==> src/verilog/ldm_defines.vh <==
// Register offsets, field positions, reset values and timing counts of the LED matrix scanner
`ifndef LDM_DEFINES_VH
`define LDM_DEFINES_VH

// ----------------------------------------------------------------
// Register offsets (word indices, byte address is index times four; printed offsets kept as indices)
// ----------------------------------------------------------------
`define LDM_IDX_SCAN_RUN      8'hAF
`define LDM_IDX_MATRIX_CTRL   8'hB0
`define LDM_IDX_ON_TIME_1     8'hB1
`define LDM_IDX_ON_TIME_2     8'hB2
`define LDM_IDX_SINK          8'hB3
`define LDM_IDX_STATUS        8'hB4
`define LDM_ADDR_W            10

// ----------------------------------------------------------------
// Field positions
// ----------------------------------------------------------------
`define LDM_RUN_BIT           0
`define LDM_LOCK_BIT          0
`define LDM_STYLE_BIT         1
`define LDM_SIZE_LSB          2
`define LDM_SIZE_MSB          4
`define LDM_SINK_MSB          3

// ----------------------------------------------------------------
// Reset values
// ----------------------------------------------------------------
`define LDM_RST_BYTE          8'h00

// ----------------------------------------------------------------
// Timing
// ----------------------------------------------------------------
`define LDM_CLK_MHZ           250
`define LDM_TICK_US           16
`define LDM_TICK_CYCLES       (`LDM_TICK_US * `LDM_CLK_MHZ)
`define LDM_LINES             9

`endif

==> src/verilog/ldm_scan_ctrl.v <==
// LED dot-matrix scan controller with AHB-Lite register slave
// Function
// - Run bit starts scanning; zero stops it
// - Size field selects none or one of five geometries
// - Geometry sets how many matrix lines scan
// - Style bit chooses cycle or interrupt scan
// - Lock bit holds common lines as sink ports
// - Locked lines follow GPIO timing when idle
// - First on-time is (value+1) times 16 us
// - Second on-time uses identical scaling
// - Four-bit sink strength, upper bits reserved
`timescale 1ns/1ps
`include "ldm_defines.vh"
module ldm_scan_ctrl (
    input  wire        i_sys_clk,            // System clock, 250 MHz
    input  wire        i_arst_n,             // Async reset, active low
    input  wire        i_hsel,               // AHB slave select
    input  wire [31:0] i_haddr,              // AHB address
    input  wire [1:0]  i_htrans,             // AHB transfer type
    input  wire        i_hwrite,             // AHB write strobe
    input  wire [2:0]  i_hsize,              // AHB size
    input  wire [31:0] i_hwdata,             // AHB write data
    input  wire        i_hready,             // AHB bus ready
    output reg  [31:0] o_hrdata,             // AHB read data
    output reg         o_hreadyout,          // AHB slave ready
    output reg         o_hresp,              // AHB response, always OKAY
    input  wire [8:0]  i_gpio_line_out,      // GPIO drive for locked lines
    output reg  [8:0]  o_matrix_lines,       // Line drive, one hot while scanning
    output reg  [8:0]  o_matrix_lines_oe,    // Line output enables
    output reg         o_common_line_lock,   // Common lines held as sink ports
    output reg  [3:0]  o_sink_strength,      // Sink strength setting
    output reg         o_phase_second,       // High while second on-time phase
    output reg         o_scan_active         // Scanner running
);
    // ----------------------------------------------------------------
    // Registers and state
    // ----------------------------------------------------------------
    reg        scan_run;                     // Run bit
    reg  [7:0] matrix_control;               // Size, style, lock
    reg  [7:0] on_time_first;                // First on-time value
    reg  [7:0] on_time_second;               // Second on-time value
    reg  [3:0] sink_strength;                // Sink strength field
    reg        frame_done;                   // Sticky: one frame completed
    reg        dph_write;                    // Data phase is a write
    reg        dph_read;                     // Data phase is a read
    reg  [7:0] dph_idx;                      // Register index in data phase
    reg  [3:0] line_idx;                     // Current lit line
    reg        phase;                        // 0 first on-time, 1 second
    reg  [8:0] gpio_s1;                      // GPIO sync stage one
    reg  [8:0] gpio_s2;                      // GPIO sync stage two
    reg  [3:0] last_line;                    // Highest participating line
    reg  [31:0] next_rdata;                  // Read mux result
    wire [2:0] size_sel;                     // Matrix size field
    wire       style_cycle;                  // Cycle scan mode
    wire       lock;                         // Common line lock
    wire       scanning;                     // Scanner enabled
    wire       tick;                         // 16 us step
    wire       dwell_done;                   // Current dwell finished
    wire       addr_phase;                   // Valid address phase
    wire       wr_en;                        // Register write this cycle
    wire       wrap;                         // Last line finishing
    wire [7:0] cur_width;                    // On-time for this dwell

    assign size_sel    = matrix_control[`LDM_SIZE_MSB:`LDM_SIZE_LSB];
    assign style_cycle = matrix_control[`LDM_STYLE_BIT];
    assign lock        = matrix_control[`LDM_LOCK_BIT];
    // Size zero means no matrix, so nothing scans even with run set
    assign scanning    = scan_run && (size_sel != 3'h0);
    assign addr_phase  = i_hsel && i_htrans[1] && i_hready;
    assign wr_en       = dph_write;
    // Compare with >= so a size shrunk mid-scan still wraps instead of running off
    assign wrap        = dwell_done && (line_idx >= last_line);
    assign cur_width   = phase ? on_time_second : on_time_first;

    // ----------------------------------------------------------------
    // Geometry to last line
    // ----------------------------------------------------------------
    always @* begin
        case (size_sel)
            3'h1:    last_line = 4'h4;
            3'h2:    last_line = 4'h5;
            3'h3:    last_line = 4'h6;
            3'h4:    last_line = 4'h7;
            3'h5:    last_line = 4'h7;
            3'h6:    last_line = 4'h7;
            3'h7:    last_line = 4'h8;
            default: last_line = 4'h0;
        endcase
    end

    // ----------------------------------------------------------------
    // Time base and dwell timer
    // ----------------------------------------------------------------
    ldm_tick_div #(
        .CYCLES (`LDM_TICK_CYCLES)
    ) u_tick (
        .i_sys_clk (i_sys_clk),
        .i_arst_n  (i_arst_n),
        .i_run     (scanning),
        .o_tick    (tick)
    );

    ldm_dwell u_dwell (
        .i_sys_clk (i_sys_clk),
        .i_arst_n  (i_arst_n),
        .i_run     (scanning),
        .i_tick    (tick),
        .i_width   (cur_width),
        .o_done    (dwell_done)
    );

    // ----------------------------------------------------------------
    // AHB address phase capture; writes are zero wait state, reads take one
    // ----------------------------------------------------------------
    always @(posedge i_sys_clk or negedge i_arst_n) begin
        if (!i_arst_n) begin
            dph_write <= 1'b0;
            dph_read  <= 1'b0;
            dph_idx   <= 8'h00;
        end else if (i_hready) begin
            dph_write <= addr_phase && i_hwrite;
            dph_read  <= addr_phase && !i_hwrite;
            dph_idx   <= i_haddr[`LDM_ADDR_W-1:2];
        end
    end

    // ----------------------------------------------------------------
    // Register writes; reserved bits are dropped
    // ----------------------------------------------------------------
    always @(posedge i_sys_clk or negedge i_arst_n) begin
        if (!i_arst_n) begin
            scan_run       <= 1'b0;
            matrix_control <= `LDM_RST_BYTE;
            on_time_first  <= `LDM_RST_BYTE;
            on_time_second <= `LDM_RST_BYTE;
            sink_strength  <= 4'h0;
        end else if (wr_en) begin
            case (dph_idx)
                `LDM_IDX_SCAN_RUN:    scan_run <= i_hwdata[`LDM_RUN_BIT];
                `LDM_IDX_MATRIX_CTRL: matrix_control <= {3'h0, i_hwdata[4:0]};
                `LDM_IDX_ON_TIME_1:   on_time_first <= i_hwdata[7:0];
                `LDM_IDX_ON_TIME_2:   on_time_second <= i_hwdata[7:0];
                `LDM_IDX_SINK:        sink_strength <= i_hwdata[`LDM_SINK_MSB:0];
                default:              scan_run <= scan_run;
            endcase
        end
    end

    // ----------------------------------------------------------------
    // Read mux; unmapped words read as zero
    // ----------------------------------------------------------------
    always @* begin
        next_rdata = 32'h0000_0000;
        case (dph_idx)
            `LDM_IDX_SCAN_RUN:    next_rdata = {31'h0, scan_run};
            `LDM_IDX_MATRIX_CTRL: next_rdata = {24'h0, matrix_control};
            `LDM_IDX_ON_TIME_1:   next_rdata = {24'h0, on_time_first};
            `LDM_IDX_ON_TIME_2:   next_rdata = {24'h0, on_time_second};
            `LDM_IDX_SINK:        next_rdata = {28'h0, sink_strength};
            `LDM_IDX_STATUS:      next_rdata = {20'h0, frame_done, phase, 4'h0,
                                                line_idx, 1'b0, scanning};
            default:              next_rdata = 32'h0000_0000;
        endcase
    end

    // Reads take one wait state: the mux is loaded after any write landing at
    // the address edge, so a read right behind a write sees the new value
    always @(posedge i_sys_clk or negedge i_arst_n) begin
        if (!i_arst_n) begin
            o_hrdata    <= 32'h0000_0000;
            o_hreadyout <= 1'b1;
            o_hresp     <= 1'b0;
        end else if (addr_phase && !i_hwrite) begin
            o_hreadyout <= 1'b0;
            o_hresp     <= 1'b0;
        end else begin
            o_hreadyout <= 1'b1;
            o_hresp     <= 1'b0;
            if (dph_read && !o_hreadyout) begin
                o_hrdata <= next_rdata;
            end
        end
    end

    // ----------------------------------------------------------------
    // Scan sequencer; a frame sweeps lines 0 to last_line, then in interrupt scan the status flag sets
    // ----------------------------------------------------------------
    always @(posedge i_sys_clk or negedge i_arst_n) begin
        if (!i_arst_n) begin
            line_idx   <= 4'h0;
            phase      <= 1'b0;
            frame_done <= 1'b0;
        end else if (!scanning) begin
            line_idx   <= 4'h0;
            phase      <= 1'b0;
            frame_done <= (wr_en && dph_idx == `LDM_IDX_STATUS) ? 1'b0 : frame_done;
        end else begin
            if (dwell_done) begin
                // Each line gets first then second on-time before advancing
                phase <= !phase;
                if (phase) begin
                    line_idx <= (line_idx >= last_line) ? 4'h0 : line_idx + 4'h1;
                end
            end
            // Only interrupt scan flags a finished frame; cycle scan repeats
            // silently. Set wins over a software clear in the same cycle
            if (wrap && phase && !style_cycle) begin
                frame_done <= 1'b1;
            end else if (wr_en && dph_idx == `LDM_IDX_STATUS) begin
                frame_done <= 1'b0;
            end
        end
    end

    // ----------------------------------------------------------------
    // GPIO input synchroniser for locked-line timing
    // ----------------------------------------------------------------
    always @(posedge i_sys_clk or negedge i_arst_n) begin
        if (!i_arst_n) begin
            gpio_s1 <= 9'h000;
            gpio_s2 <= 9'h000;
        end else begin
            gpio_s1 <= i_gpio_line_out;
            gpio_s2 <= gpio_s1;
        end
    end

    // ----------------------------------------------------------------
    // Line drive outputs
    // ----------------------------------------------------------------
    always @(posedge i_sys_clk or negedge i_arst_n) begin
        if (!i_arst_n) begin
            o_matrix_lines     <= 9'h000;
            o_matrix_lines_oe  <= 9'h000;
            o_common_line_lock <= 1'b0;
            o_sink_strength    <= 4'h0;
            o_phase_second     <= 1'b0;
            o_scan_active      <= 1'b0;
        end else begin
            o_common_line_lock <= lock;
            o_sink_strength    <= sink_strength;
            o_phase_second     <= scanning && phase;
            o_scan_active      <= scanning;
            if (scanning) begin
                o_matrix_lines    <= 9'h001 << line_idx;
                o_matrix_lines_oe <= 9'h1FF >> (4'h8 - last_line);
            end else if (lock) begin
                // Locked lines follow GPIO only while all scanning is off
                o_matrix_lines    <= gpio_s2;
                o_matrix_lines_oe <= 9'h1FF;
            end else begin
                o_matrix_lines    <= 9'h000;
                o_matrix_lines_oe <= 9'h000;
            end
        end
    end
endmodule // ldm_scan_ctrl

==> src/verilog/ldm_tick_div.v <==
// Divider that makes the 16 us step pulse from the system clock
`timescale 1ns/1ps
module ldm_tick_div #(
    parameter integer CYCLES = 4000          // Cycles per tick
) (
    input  wire i_sys_clk,                   // System clock
    input  wire i_arst_n,                    // Async reset, active low
    input  wire i_run,                       // Counts only while high
    output reg  o_tick                       // One-cycle step pulse
);
    reg [11:0] cnt;                          // Cycle counter

    // ----------------------------------------------------------------
    // Counter; restarts when stopped so the first step is a full one
    // ----------------------------------------------------------------
    always @(posedge i_sys_clk or negedge i_arst_n) begin
        if (!i_arst_n) begin
            cnt    <= 12'h000;
            o_tick <= 1'b0;
        end else if (!i_run) begin
            cnt    <= 12'h000;
            o_tick <= 1'b0;
        end else if (cnt == CYCLES[11:0] - 12'h001) begin
            cnt    <= 12'h000;
            o_tick <= 1'b1;
        end else begin
            cnt    <= cnt + 12'h001;
            o_tick <= 1'b0;
        end
    end
endmodule // ldm_tick_div

==> src/verilog/ldm_dwell.v <==
// Dwell timer: counts step pulses up to a programmed value plus one
`timescale 1ns/1ps
module ldm_dwell (
    input  wire       i_sys_clk,             // System clock
    input  wire       i_arst_n,              // Async reset, active low
    input  wire       i_run,                 // Timer runs while high
    input  wire       i_tick,                // 16 us step pulse
    input  wire [7:0] i_width,               // Programmed on-time value
    output reg        o_done                 // Pulse when (width+1) steps passed
);
    reg [7:0] steps;                         // Steps elapsed in this dwell

    // ----------------------------------------------------------------
    // Step counter; width is sampled live so a change acts in the current dwell
    // ----------------------------------------------------------------
    always @(posedge i_sys_clk or negedge i_arst_n) begin
        if (!i_arst_n) begin
            steps  <= 8'h00;
            o_done <= 1'b0;
        end else if (!i_run) begin
            steps  <= 8'h00;
            o_done <= 1'b0;
        end else if (i_tick && steps >= i_width) begin
            steps  <= 8'h00;
            o_done <= 1'b1;
        end else begin
            if (i_tick) begin
                steps <= steps + 8'h01;
            end
            o_done <= 1'b0;
        end
    end
endmodule // ldm_dwell

==> config.mk <==
export PLATFORM = sky130hd
export DESIGN_NAME = ldm_scan_ctrl
export DESIGN_NICKNAME = d
export VERILOG_FILES = /design/src/verilog/ldm_scan_ctrl.v /design/src/verilog/ldm_tick_div.v /design/src/verilog/ldm_dwell.v
export VERILOG_INCLUDE_DIRS = /design/src /design/src/verilog
export SDC_FILE = /design/constraint.sdc
export NUM_CORES = 1
export LEC_CHECK = 0
export ABC_AREA = 1
export BUFFER_PORTS_ARGS = -buffer_cell sky130_fd_sc_hd__buf_2
export CELL_PAD_IN_SITES_DETAIL_PLACEMENT = 1
export CELL_PAD_IN_SITES_GLOBAL_PLACEMENT = 2
export CORE_ASPECT_RATIO = 0.9
export CORE_UTILIZATION = 36
export CTS_BUF_LIST = sky130_fd_sc_hd__clkbuf_4 sky130_fd_sc_hd__clkbuf_8
export DETAILED_ROUTE_END_ITERATION = 10
export PLACE_DENSITY_LB_ADDON = 0.1
export SETUP_SLACK_MARGIN = 0.5
export SYNTH_ARGS = -nofsm -noshare
export SYNTH_HDL_FRONTEND = slang
export SYNTH_SLANG_ARGS = --single-unit
==> constraint.sdc <==
create_clock -name i_sys_clk -period 4.4 [get_ports i_sys_clk]
set_input_delay 0 -clock i_sys_clk [delete_from_list [all_inputs] [get_ports i_sys_clk]]
set_output_delay 0 -clock i_sys_clk [all_outputs]
set_load 0.03 [all_outputs]
==> results by group <==
Setup path
  • Crit path top cell by count: nand2_1
  • RR Endpoint: u_dwell.steps[7]$_DFFE_PN0P_
  • Crit. Startpoint: phase$_DFFE_PN0P_
  • End of the critical path: u_dwell.steps[7]$_DFFE_PN0P_
  • WS Path Type: flip-flop to flip-flop
  • RR Startpoint: phase$_DFFE_PN0P_
  • Worst path bufs/invs: 1
  • Critical path's slowest cell: dfrtp_1
  • CP Capture Type: flip-flop
  • Setup slack on the worst flop-to-flop path: 2.04 ns
  • Delay-heaviest family, CP: compound AO/OA/AOI/OAI gates
  • Reg2reg path depth: 10
  • CP cell instances: inv_1 -> o21ai_0 -> ha_1 -> nand2_1 -> nor2_1 -> nor2_1 -> nand2_1 -> a21oi_1 -> nand2_1 -> o21ai_0
  • CP required: 4.75 ns
  • CP max stage delay: 0.62 ns
  • Setup crit start kind: flip-flop
  • Worst path depth: 10
  • CP max FO: 10
  • Arr. time, crit path: 2.71 ns

Run status
  • Status: complete, no violations

Timing
  • Tmin final: 2.36 ns
  • Worst-margin pin slew: 0.954 ns
  • Clk_skew: 0.00751 ns
  • Fin crit share: 53.6%
  • Relative slew slack: 36.4%
  • Setup_tns: 0 ns
  • Fin. Hold Viols: 0
  • # setup viols final: 0
  • Final-report max-slew violation count: 0
  • Fmax: 0.424 GHz
  • RSZ-0062 raised after global routing: false

Floorplan
  • IO Pins: 142
  • Core area: 14900 um^2
  • FP Rows: 42
  • Initial Utilization: 37.4%
  • Die height: 120 um
  • Die area: 15900 um^2
  • Die width: 133 um

Synth
  • Top cells by area, synth: dfrtp_1 53%, nand2_1 8.8%, ha_1 4.5%
  • Seq/Total Area, Yosys: 53.1%
  • Synth Cell Area: 5560 um^2
  • Average cell area after synthesis: 9.45 um^2
  • Synth area leader: dfrtp_1
  • Unique masters post-synth: 40
  • Synth top area share: 52.7%
  • Synth warn: 0
  • Synthesis-stage register bit count: 118
  • Post-synthesis cell count: 588

Placed design
  • Port Buffers: 66
  • RePlAce Congestion: 0.774
  • Hpwl dp: 9590 um
  • Placed cell areas: 5950 um^2

Clock network
  • Clock Path Buffers: 2
  • CTS tree: built
  • Setup Fix Bufs, Post-CTS: 0
  • Clock edge transition at the registers on the reported setup and hold paths: 0.07 ns
  • Root Driver: clkbuf_8
  • Num CTS Buffers: 17
  • Htree depth: 4
  • CTS resizes: 0
  • Clk sinks: 118
  • # hold bufs at CTS: 42
  • Worst-Skew Late Latency: 0.44 ns

Route
  • Routed Antenna Nets: 0
  • DRC: 0
  • Total routed wirelength: 13700 um
  • TritonRoute pass-1 iters: 4
  • WL per Instance: 14.9 um
  • Iteration-0 DRC Markers: 160
  • Vias post-DR: 4205
  • Vias/cell: 4.60

Job
  • Max cap viols: 0

Cells and area
  • Final nets: 806
  • Area growth from synthesis to layout: 22.1%
  • Fraction of layout cells with a size suffix above 1: 22.8%
  • Number of inserted diodes: 0
  • Post-route cell area: 6790 um^2

GRT
  • Initial antenna violation count: 0
  • All-Layer GR Usage: 18.8%
  • Largest net degree at the start of global routing: 73
  • Vias in the first global route: 4474
  • Grt total ovfl: 0
  • First-pass GRT wire length: 22900 um

Worst hold path
  • Hold crit path type: input port to flip-flop
  • Hold path startpoint: i_hready

Pwr
  • Pwr/cell area: 387 nW/um^2
  • Lkg Pwr: 3.41 nW
  • VDD IR-drop max: 0.178 mV
==> cell families (layout without fill, tap and decap cells) <==
family / count (synthesis) / after routing / synth area share (%)
adders and majority gates: 20 / 20 / 4.50
xor gates and xnor gates: 9 / 9 / 1.42
buffers and inverters: 101 / 207 / 9.57
muxes: 6 / 6 / 1.13
and+or+nand+nor: 248 / 248 / 21.0
other: 1 / 23 / 0.0675
AOI/OAI and AO/OA: 85 / 85 / 9.18
DFF: 118 / 118 / 53.1
==> cells in the final DEF, fill, tap and decap left out, types with 3 or more instances in the layout <==
cell type / netlist / layout
o21ai_1: 14 / 14
nand2_4: 4 / 4
nor2_4: 5 / 5
o21ai_0: 38 / 38
dlygate4sd3_1: 0 / 42
ha_1: 20 / 20
xor2_1: 9 / 9
conb_1: 1 / 23
o21ai_2: 18 / 18
nand4_1: 6 / 6
clkbuf_8: 0 / 17
a21oi_1: 8 / 8
nand3_1: 39 / 39
nand2_2: 14 / 14
nor3_1: 3 / 3
nand2_1: 131 / 131
clkinvlp_4: 0 / 4
buf_2: 0 / 65
clkinv_4: 0 / 4
inv_2: 7 / 7
mux2i_1: 4 / 4
nor2_1: 33 / 33
bufinv_16: 0 / 3
nor2_2: 6 / 6
inv_1: 57 / 57
dfrtp_1: 117 / 117
==> worst min-delay path by stage <==
stage                        endpoint  cells after the start
6_report       dph_idx[1]$_DFFE_PN0P_                      2
5_1_grt        dph_idx[5]$_DFFE_PN0P_                      2
4_1_cts        dph_idx[5]$_DFFE_PN0P_                      2
3_5_place_dp     gpio_s1[0]$_DFF_PN0_                      1
3_3_place_gp     gpio_s1[7]$_DFF_PN0_                      1
2_1_floorplan  dph_idx[0]$_DFFE_PN0P_                      0
==> per-stage QoR <==
| step | utilization [%] | setup WS (ns) | total power [mW] | instances | hold WS (ns) |
|---|---|---|---|---|---|
| global placement | 40.0 | 2.13 | 1.56 | 840 | 0.109 |
| floorplan | - | 2.59 | 1.49 | 610 | -0.296 |
| global route | 45.6 | 1.78 | 2.77 | 914 | 0.0367 |
| detailed placement | 40.0 | 2.04 | 1.58 | 840 | 0.110 |
| CTS | 45.6 | 2.00 | 2.67 | 914 | 0.0125 |
| finish | 45.6 | 2.04 | 2.63 | 914 | 0.0418 |
==> Yosys cell counts <==
master,n
dfrtp_1,117
o31ai_1,1
nand2_2,14
nand2_4,4
a31oi_1,1
o41ai_1,1
nand3_2,2
o21ai_2,18
ha_1,20
conb_1,1
inv_1,57
o21ai_0,38
buf_6,8
nor3_1,3
mux2i_1,4
nor2_8,1
inv_4,1
nand3_1,39
nand4_1,6
or2_2,1
nor2_4,5
nand2_1,131
o22ai_1,1
and3_1,1
mux2_2,2
xor2_1,9
o21bai_1,1
clkinv_1,1
a21oi_2,1
nand3_4,1
o211ai_1,1
nor3b_1,1
nor2_2,6
nor2_1,33
dfstp_2,1
inv_2,7
buf_4,24
o21ai_1,14
a21oi_1,8
clkbuf_1,3
==> metal layers <==
layer	wire (um)	global-route usage [%]	vias to the layer above
li1	-	-	2071
met1	6630	25.2	2059
met2	6460	30.1	67
met3	454	5.07	8
met4	112	5.10	0
met5	0	0	-
==> cell type report <==
class                   instances  area [um^2]
inverters                      66          250
flip-flops and latches        118         2950
multi-input cells             391         2160
clock inverters                14          178
fillers                      1729         8080
well taps                     198          248
clock buffers                  18          241
repair buffers                109          761
==> worst register-to-register path, stage by stage (launching register included) <==
cell,delay [ns]
dfrtp_1,0.62
inv_1,0.28
o21ai_0,0.25
ha_1,0.28
nand2_1,0.08
nor2_1,0.04
nor2_1,0.08
nand2_1,0.08
a21oi_1,0.26
nand2_1,0.15
o21ai_0,0.18
==> flip-flops by register name, indices dropped and copies added, names as in the netlist, 5 cells and up <==
name and count:
u_dwell.steps 8, matrix_control 5, o_hrdata 10, on_time_second 8
dph_idx 8, o_matrix_lines 9, on_time_first 8, gpio_s2 9
o_matrix_lines_oe 9, u_tick.cnt 12, gpio_s1 9
==> where the power goes <==
| part | switching (mW) | internal, mW |
|---|---|---|
| Clock | 0.470 | 0.571 |
| Combinational | 0.231 | 0.128 |
| Sequential | 0.0638 | 1.17 |
Note: power is estimated with default switching activity, not from simulation.
